$ cat config.mk
export PLATFORM = sky130hd
export DESIGN_NAME = reset_sequence_timing
export DESIGN_NICKNAME = d
export VERILOG_FILES = /design/src/hw/rst_seq_pkg.sv /design/src/hw/reset_sequence_timing.sv
export SDC_FILE = /design/constraint.sdc
export NUM_CORES = 1
export LEC_CHECK = 0
export BUFFER_PORTS_ARGS = -buffer_cell sky130_fd_sc_hd__buf_2
export CAP_MARGIN = 30
export CORE_UTILIZATION = 52
export CTS_CLUSTER_SIZE = 16
export DETAILED_ROUTE_END_ITERATION = 12
export GPL_TIMING_DRIVEN = 1
export PLACE_DENSITY_LB_ADDON = 0.15
export SLEW_MARGIN = 20
export SYNTH_ARGS = -nofsm -noshare
export SYNTH_HDL_FRONTEND = slang
export SYNTH_SLANG_ARGS = --single-unit
$ cat constraint.sdc
create_clock -name mclk_i -period 2.3 [get_ports mclk_i]
set_clock_uncertainty 0.2 [all_clocks]
set_input_delay 0.115 -clock mclk_i [delete_from_list [all_inputs] [get_ports mclk_i]]
set_output_delay 0.115 -clock mclk_i [all_outputs]
set_load 0.02 [all_outputs]
$ cat src/hw/rst_seq_pkg.sv
// Purpose: constants and types for the device reset sequencer
// Assumes: 40 MHz clock (25 ns period)
// Notes: durations kept in nanoseconds, cycle counts derived from them
package rst_seq_pkg;

  // ****************************************
  // clock and durations
  // ****************************************
  localparam int unsigned CLK_PERIOD_NS = 25;
  // least durations, ns
  localparam int unsigned DESTRUCTIVE_SELFTEST_DURATION_NS = 5730000;
  localparam int unsigned DESTRUCTIVE_PLAIN_DURATION_NS = 111000;
  localparam int unsigned EXTERNAL_LONG_DURATION_NS = 5729000;
  localparam int unsigned FUNCTIONAL_LONG_DURATION_NS = 110000;
  localparam int unsigned FUNCTIONAL_SHORT_DURATION_NS = 7000;
  // typical durations, ns
  localparam int unsigned DESTRUCTIVE_SELFTEST_TYP_NS = 7796000;
  localparam int unsigned DESTRUCTIVE_PLAIN_TYP_NS = 182000;
  localparam int unsigned EXTERNAL_LONG_TYP_NS = 7793000;
  localparam int unsigned FUNCTIONAL_LONG_TYP_NS = 179000;
  localparam int unsigned FUNCTIONAL_SHORT_TYP_NS = 9000;
  // boot firmware, typical, ns
  localparam int unsigned BOOT_FIRST_NS = 200000;
  localparam int unsigned BOOT_LAST_NS = 320000;

  // least times round up
  localparam int unsigned DSELF_CYC =
    (DESTRUCTIVE_SELFTEST_DURATION_NS + CLK_PERIOD_NS - 1) / CLK_PERIOD_NS;
  localparam int unsigned DPLAIN_CYC =
    (DESTRUCTIVE_PLAIN_DURATION_NS + CLK_PERIOD_NS - 1) / CLK_PERIOD_NS;
  localparam int unsigned EXTLONG_CYC =
    (EXTERNAL_LONG_DURATION_NS + CLK_PERIOD_NS - 1) / CLK_PERIOD_NS;
  localparam int unsigned FLONG_CYC =
    (FUNCTIONAL_LONG_DURATION_NS + CLK_PERIOD_NS - 1) / CLK_PERIOD_NS;
  localparam int unsigned FSHORT_CYC =
    (FUNCTIONAL_SHORT_DURATION_NS + CLK_PERIOD_NS - 1) / CLK_PERIOD_NS;
  localparam int unsigned BOOT_FIRST_CYC = BOOT_FIRST_NS / CLK_PERIOD_NS;
  localparam int unsigned BOOT_LAST_CYC = BOOT_LAST_NS / CLK_PERIOD_NS;

  localparam int unsigned CNT_W = 18;

  // ****************************************
  // types
  // ****************************************
  typedef enum logic [2:0] {
    CAUSE_NONE = 3'h0,
    CAUSE_DESTRUCTIVE = 3'h1,
    CAUSE_EXT_LONG = 3'h2,
    CAUSE_FUNC_LONG = 3'h3,
    CAUSE_FUNC_SHORT = 3'h4
  } cause_e;

  typedef enum logic [2:0] {
    ST_RUN = 3'b000,
    ST_SELFTEST = 3'b001,
    ST_RESET = 3'b010,
    ST_HOLD = 3'b011,
    ST_BOOT = 3'b100
  } state_e;

  // open-drain reset pin, oe low means driving
  typedef struct packed {
    logic out;
    logic oe_n;
  } pin_drive_s;

  typedef struct packed {
    logic in_reset;
    logic in_boot;
    logic run;
    logic first_fetch;
  } seq_status_s;

endpackage : rst_seq_pkg
$ cat src/hw/reset_sequence_timing.sv
// Purpose: device reset sequencer driving the open-drain reset pin
// Assumes: inputs synchronous to mclk_i; one reset cause pulse at a time
// Notes: pin released only at end of reset phases; never driven high
`timescale 1ns/1ps

// How it works
// - destructive with self test: long hold
// - destructive without self test: short hold
// - external long sequence: own count
// - functional long sequence: own count
// - functional short sequence: own count
// - boot firmware 200 us, header first
// - boot firmware 320 us, header last
// - run mode starts with first fetch
// - device pulls reset pin low internally
// - device never drives pin high
// - pin released at end of phases
module reset_sequence_timing #(
  parameter int unsigned DSELF_CYCLES = rst_seq_pkg::DSELF_CYC,
  parameter int unsigned DPLAIN_CYCLES = rst_seq_pkg::DPLAIN_CYC,
  parameter int unsigned EXTLONG_CYCLES = rst_seq_pkg::EXTLONG_CYC,
  parameter int unsigned FLONG_CYCLES = rst_seq_pkg::FLONG_CYC,
  parameter int unsigned FSHORT_CYCLES = rst_seq_pkg::FSHORT_CYC,
  parameter int unsigned BOOT_FIRST_CYCLES = rst_seq_pkg::BOOT_FIRST_CYC,
  parameter int unsigned BOOT_LAST_CYCLES = rst_seq_pkg::BOOT_LAST_CYC
) (
  input wire logic mclk_i,
  input wire logic rst_i,
  input wire rst_seq_pkg::cause_e cause_i,
  input wire logic selftest_en_i,
  input wire logic header_last_i,
  input wire logic reset_pin_n_i,
  output logic reset_pin_n_o,
  output logic reset_pin_n_oe_n_o,
  output rst_seq_pkg::seq_status_s status_o
);
  import rst_seq_pkg::*;

  localparam logic [CNT_W-1:0] ONE = {{(CNT_W-1){1'b0}}, 1'b1};

  state_e state_q;
  logic [CNT_W-1:0] cnt_q;
  logic [CNT_W-1:0] cnt_d;
  logic last_boot_q;
  pin_drive_s pin_q;
  seq_status_s status_q;

  function automatic logic [CNT_W-1:0] cyc(input int unsigned n);
    cyc = n[CNT_W-1:0];
  endfunction : cyc

  // ****************************************
  // sequence selection
  // ****************************************
  logic [CNT_W-1:0] seq_len;
  state_e start_st;
  always_comb begin
    seq_len = cyc(FSHORT_CYCLES);
    start_st = ST_RESET;
    unique case (cause_i)
      CAUSE_DESTRUCTIVE: begin
        if (selftest_en_i) begin
          seq_len = cyc(DSELF_CYCLES);
          start_st = ST_SELFTEST;
        end else begin
          seq_len = cyc(DPLAIN_CYCLES);
        end
      end
      CAUSE_EXT_LONG: seq_len = cyc(EXTLONG_CYCLES);
      CAUSE_FUNC_LONG: seq_len = cyc(FLONG_CYCLES);
      CAUSE_FUNC_SHORT: seq_len = cyc(FSHORT_CYCLES);
      default: start_st = ST_RUN;
    endcase
  end

  logic cause_hit;
  assign cause_hit = cause_i != CAUSE_NONE;

  // ****************************************
  // state and counter
  // ****************************************
  always_comb begin
    cnt_d = cnt_q - ONE;
    if (cause_hit) begin
      cnt_d = seq_len - ONE;
    end else if (state_q == ST_HOLD && reset_pin_n_i) begin
      cnt_d = cyc(last_boot_q ? BOOT_LAST_CYCLES : BOOT_FIRST_CYCLES) - ONE;
    end else if (cnt_q == '0) begin
      cnt_d = '0;
    end
  end

  always_ff @(posedge mclk_i) begin
    if (rst_i) begin
      // power-on behaves like a destructive reset without self test
      state_q <= ST_RESET;
      cnt_q <= cyc(DPLAIN_CYCLES) - ONE;
      last_boot_q <= 1'b0;
    end else begin
      cnt_q <= cnt_d;
      if (cause_hit) begin
        state_q <= start_st;
        last_boot_q <= header_last_i;
      end else begin
        unique case (state_q)
          ST_SELFTEST, ST_RESET: begin
            if (cnt_q == '0) begin
              state_q <= ST_HOLD;
            end
          end
          ST_HOLD: begin
            // external generator may keep the pin low past the phases
            if (reset_pin_n_i) begin
              state_q <= ST_BOOT;
            end
          end
          ST_BOOT: begin
            if (cnt_q == '0) begin
              state_q <= ST_RUN;
            end
          end
          ST_RUN: state_q <= ST_RUN;
          default: state_q <= ST_RESET;
        endcase
      end
    end
  end

  // ****************************************
  // reset pin drive
  // ****************************************
  always_ff @(posedge mclk_i) begin
    if (rst_i) begin
      pin_q <= '{out: 1'b0, oe_n: 1'b0};
    end else begin
      pin_q.out <= 1'b0;
      // drive low only during reset phases
      pin_q.oe_n <= ~(cause_hit ||
                      ((state_q == ST_SELFTEST || state_q == ST_RESET) &&
                       cnt_q != '0));
    end
  end
  assign reset_pin_n_o = pin_q.out;
  assign reset_pin_n_oe_n_o = pin_q.oe_n;

  // ****************************************
  // status
  // ****************************************
  logic boot_done;
  assign boot_done = state_q == ST_BOOT && cnt_q == '0;

  always_ff @(posedge mclk_i) begin
    if (rst_i) begin
      status_q <= '0;
    end else begin
      status_q.in_reset <= cause_hit || state_q == ST_SELFTEST ||
                           state_q == ST_RESET || state_q == ST_HOLD;
      status_q.in_boot <= !cause_hit && state_q == ST_BOOT && !boot_done;
      // run rises with the fetch pulse, not one cycle after it
      status_q.run <= !cause_hit && (state_q == ST_RUN || boot_done);
      // one-cycle pulse when run mode is entered
      status_q.first_fetch <= !cause_hit && boot_done;
    end
  end
  assign status_o = status_q;

  // ****************************************
  // checks
  // ****************************************
  logic [CNT_W-1:0] low_cnt_q;
  always_ff @(posedge mclk_i) begin
    if (rst_i || pin_q.oe_n) begin
      low_cnt_q <= '0;
    end else if (low_cnt_q != '1) begin
      low_cnt_q <= low_cnt_q + ONE;
    end
  end

  property p_never_high;
    @(posedge mclk_i) disable iff (rst_i) !pin_q.oe_n |-> !pin_q.out;
  endproperty
  a_never_high: assert property (p_never_high)
    else $error("reset pin driven high");

  property p_self_len;
    @(posedge mclk_i) disable iff (rst_i)
      (cause_i == CAUSE_DESTRUCTIVE && selftest_en_i) |=>
        state_q == ST_SELFTEST && cnt_q == cyc(DSELF_CYCLES) - ONE;
  endproperty
  a_self_len: assert property (p_self_len)
    else $error("self test sequence length wrong");

  property p_plain_len;
    @(posedge mclk_i) disable iff (rst_i)
      (cause_i == CAUSE_DESTRUCTIVE && !selftest_en_i) |=>
        state_q == ST_RESET && cnt_q == cyc(DPLAIN_CYCLES) - ONE;
  endproperty
  a_plain_len: assert property (p_plain_len)
    else $error("plain destructive length wrong");

  property p_ext_len;
    @(posedge mclk_i) disable iff (rst_i)
      cause_i == CAUSE_EXT_LONG |=> cnt_q == cyc(EXTLONG_CYCLES) - ONE;
  endproperty
  a_ext_len: assert property (p_ext_len)
    else $error("external long length wrong");

  property p_flong_len;
    @(posedge mclk_i) disable iff (rst_i)
      cause_i == CAUSE_FUNC_LONG |=> cnt_q == cyc(FLONG_CYCLES) - ONE;
  endproperty
  a_flong_len: assert property (p_flong_len)
    else $error("functional long length wrong");

  property p_short_len;
    @(posedge mclk_i) disable iff (rst_i)
      $rose(pin_q.oe_n) |-> low_cnt_q >= cyc(FSHORT_CYCLES);
  endproperty
  a_short_len: assert property (p_short_len)
    else $error("pin released too early");

  property p_boot_first;
    @(posedge mclk_i) disable iff (rst_i)
      (state_q == ST_HOLD && reset_pin_n_i && !cause_hit && !last_boot_q)
        |=> cnt_q == cyc(BOOT_FIRST_CYCLES) - ONE;
  endproperty
  a_boot_first: assert property (p_boot_first)
    else $error("boot time first header wrong");

  property p_boot_last;
    @(posedge mclk_i) disable iff (rst_i)
      (state_q == ST_HOLD && reset_pin_n_i && !cause_hit && last_boot_q)
        |=> cnt_q == cyc(BOOT_LAST_CYCLES) - ONE;
  endproperty
  a_boot_last: assert property (p_boot_last)
    else $error("boot time last header wrong");

  property p_fetch;
    @(posedge mclk_i) disable iff (rst_i)
      status_q.first_fetch |-> status_q.run ##1 !status_q.first_fetch;
  endproperty
  a_fetch: assert property (p_fetch)
    else $error("first fetch not at run entry");

  property p_hold;
    @(posedge mclk_i) disable iff (rst_i)
      (state_q == ST_HOLD && !reset_pin_n_i && !cause_hit) |=>
        state_q == ST_HOLD;
  endproperty
  a_hold: assert property (p_hold)
    else $error("left hold while pin low");

  property p_drive;
    @(posedge mclk_i) disable iff (rst_i)
      cause_hit |=> !pin_q.oe_n;
  endproperty
  a_drive: assert property (p_drive)
    else $error("pin not pulled low on reset");

  // the pin is let go only once the phase count has run out
  property p_release;
    @(posedge mclk_i) disable iff (rst_i)
      $rose(pin_q.oe_n) |-> state_q == ST_HOLD;
  endproperty
  a_release: assert property (p_release)
    else $error("pin released outside hold");

  property p_no_drive_after;
    @(posedge mclk_i) disable iff (rst_i)
      (state_q == ST_BOOT || state_q == ST_RUN) |-> pin_q.oe_n;
  endproperty
  a_no_drive_after: assert property (p_no_drive_after)
    else $error("pin still pulled low after phases");

  property p_status_excl;
    @(posedge mclk_i) disable iff (rst_i)
      $onehot0({status_q.in_reset, status_q.in_boot, status_q.run});
  endproperty
  a_status_excl: assert property (p_status_excl)
    else $error("status flags overlap");

  property p_run_stay;
    @(posedge mclk_i) disable iff (rst_i)
      (status_q.run && !cause_hit) |=> status_q.run;
  endproperty
  a_run_stay: assert property (p_run_stay)
    else $error("run mode left without a cause");

  c_selftest: cover property (@(posedge mclk_i) disable iff (rst_i)
    state_q == ST_SELFTEST ##1 state_q == ST_HOLD);
  c_extend: cover property (@(posedge mclk_i) disable iff (rst_i)
    state_q == ST_HOLD ##1 state_q == ST_HOLD);
  c_run: cover property (@(posedge mclk_i) disable iff (rst_i)
    status_q.first_fetch);
  c_short: cover property (@(posedge mclk_i) disable iff (rst_i)
    cause_i == CAUSE_FUNC_SHORT);
  c_boot_last: cover property (@(posedge mclk_i) disable iff (rst_i)
    boot_done && last_boot_q);

endmodule : reset_sequence_timing

==> reports/qor.yml <==
finish:
  diodes: 0
  area_growth_syn_to_layout_pct: 20.0
  stdcell_count: 227
  mostFrequentLayoutCell: "dfxtp_1"
  n_fill_cell: 217
  multiInputGateArea_um2: 853
  final_cell_mix: "dfxtp_1, nor2_1, buf_4"
  nets: 208
  design_area_um2: 1690
  drive_gt1_share_pct: 23.9
  seq_area_um2: 543
  utilization_pct: 67.2
die:
  core.rowCount: 18
  core_region_area_um2: 2520
  die_w_um: 54.1
  die_h_um: 54.1
  die_area_um2: 2930
  initial_core_util_pct: 56.0
  ioPinCount: 14
global_routing:
  antenna_found_initial: 0
  overflow: 0
  grt_pass1_vias: 1202
  grt_usage_pct: 24.6
  grt_pass1_wl_mm: 5.14
  grt_max_degree: 15
worst_setup_path:
  path_max_fanout: 4
  reg2reg_setup_slack_ns: 0.06
  crit_path_end: "cnt_q[12]$_SDFF_PP1_"
  critPathArrivalTime_ns: 2.26
  end_kind: "register"
  cp.required_ns: 2.32
  startpoint: "cnt_q[1]$_SDFF_PP1_"
  r2r-end: "cnt_q[12]$_SDFF_PP1_"
  reg2reg_from: "cnt_q[1]$_SDFF_PP1_"
  rr_worst_depth: 7
  startpoint_type: "register"
  critPathKind: "reg2reg"
power:
  p_seq_share_pct: 62.3
  p_switching_mw: 0.208
  swShare_pct: 25.7
  p_leak_nw: 0.638
  peakVddDrop_mv: 0.382
  power_frac_clock_pct: 24.1
  p_comb_share_pct: 13.7
  internal_power_mw: 0.603
  cellPowerDensity_nw_per_um2: 479
synth:
  synth_async_sr_flop_share_pct: 0
  synth.distinct_cells: 47
  synth_cells: 171
  syn-cell-area_um2: 1410
  synth_fp_nets: 181
  ys_seq_elements: 27
  synth_ff_type: "dfxtp_1"
  synth_edf_count: 0
  yosysSeqAreaShare_pct: 38.3
  syn-mean-instance-area_um2: 8.25
  yosys_warnings: 0
detailed_routing:
  viasPerCell: 5.92
  vias: 1343
  wl_per_cell_um: 14.3
  antenna_left: 0
  first_pass_iters: 4
  drtIter0Drc: 34
  route.detailed.drc: 0
  finalWirelength_mm: 3.25
min_path:
  hold_class: "in2reg"
  whs_path_depth: 3
timing:
  slew_viol_final: 0
  whs_ns: 0.0235
  slew_headroom_pct: 63.7
  period_share_pct: 97.4
  finalSetupViolations: 0
  max_clock_freq_ghz: 0.446
  tns_ns: 0
  hold_viol: 0
  worst_pin_slew_ns: 0.540
  post-route-min-period_ns: 2.24
placed_design:
  dpl-instance-area_um2: 1560
  place_congestion: 0.801
  placedCellCount: 217
  io_buffers: 12
  dp_hpwl_mm: 2.34
clocking:
  cts_root_buf: "clkbuf_4"
  clock_latency_ns: 0.31
  clock_sinks: 27
  cts_buffer_depth: 2
  htreeDepth: 1
  cts_tree: "built"
  cts_buffers: 3
  clk_pin_slew_ns: 0.14
flow_run:
  cap_violations: 0
status:
  status: "finished, final reports clean"
[layout make-up]
type / instances / area share [%]
repair buffers: 31 / 12.9
clock buffers: 4 / 1.55
well taps: 30 / 2.22
flip-flops and latches: 27 / 32.1
multi-input cells: 131 / 50.4
inverters: 4 / 0.886
[logic make-up after synthesis]
group | count (synthesis) | synth area share [%]
AND/OR/NAND/NOR | 75 | 29.0
AO/OA/AOI/OAI | 40 | 18.1
flip-flops | 27 | 38.3
buffers and inverters | 13 | 4.43
XOR/XNOR | 12 | 7.45
adder cells (fa/ha/maj) | 2 | 1.77
other | 1 | 0.266
multiplexers | 1 | 0.709
[layer usage]
layer / global-route usage (%) / vias up / part of all wire, %
met5: 0 / - / 0
met1: 32.9 / 631 / 46
met4: 6.41 / 0 / 0
met2: 40.7 / 43 / 49
met3: 4.24 / 0 / 5.3
li1: - / 669 / -
[timing repair]
action / in CTS / in global routing
endpoints found under the setup margin: 3 / 13
endpoints found under the hold margin: 6 / 0
resized for setup: 1 / 14
cloned: 0 / 0
pin swaps: 0 / 4
hold buffers: 5 / 0
setup buffers: 0 / 1
[stage by stage]
step	setup slack [ns]	power, mW
after floorplan	-0.0223	0.585
after global placement	0.0778	0.610
after detailed placement	-0.00424	0.613
after CTS	0.0223	0.811
after global routing	-0.00253	0.851
final	0.0599	0.811
[flip-flops by register name (all words and copies together) (netlist names)]
signal,flops
cnt_q,18
state_q,3
reset_pin_n_oe_n_o,1
last_boot_q,1
status_o,4
[cells in the mapped netlist, drive strengths merged, types with 2 or more instances]
cell type	instances	area, um2
a21oi	9	45.0
buf	5	32.5
clkbuf	4	15.0
dfxtp	27	541
ha	2	25.0
inv	4	15.0
nand2	12	45.0
nand3	4	20.0
nand4	2	12.5
nand4b	2	17.5
nor2	20	75.1
nor2b	2	12.5
nor3	14	86.3
nor3b	2	15.0
nor4	3	18.8
o21ai	14	70.1
o21bai	2	15.0
o31a	2	17.5
or3	5	31.3
or4	6	48.8
xnor2	10	87.6
xor2	2	17.5
[critical path, stage by stage (launching register included)]
cell and delay [ns]:
dfxtp_2 0.36, inv_2 0.07, ha_4 0.13, or4b_4 0.48, or3_4 0.38, o31a_1 0.25
nor3_1 0.19, o21ai_0 0.09
[worst min path at each step]
stage | from | to | slack, ns
after floorplan | rst_i | cnt_q[12]$_SDFF_PP1_ | 0.04
after global placement | header_last_i | last_boot_q$_SDFFE_PP0N_ | 0.15
after detailed placement | header_last_i | last_boot_q$_SDFFE_PP0N_ | 0.16
after CTS | cause_i[0] | status_o[1]$_SDFF_PP0_ | 0.02
after global routing | cause_i[0] | status_o[1]$_SDFF_PP0_ | 0.04
final | cause_i[0] | cnt_q[6]$_SDFF_PP1_ | 0.02
[power by group through the flow]
stage	clock [mW]	sequential [mW]	combinational, mW
after floorplan	0	0.507	0.0786
after global placement	0	0.512	0.0983
after detailed placement	0	0.514	0.0997
after CTS	0.200	0.503	0.107
after global routing	0.219	0.508	0.123
final	0.195	0.505	0.111
(Power assumes the default switching activity.)
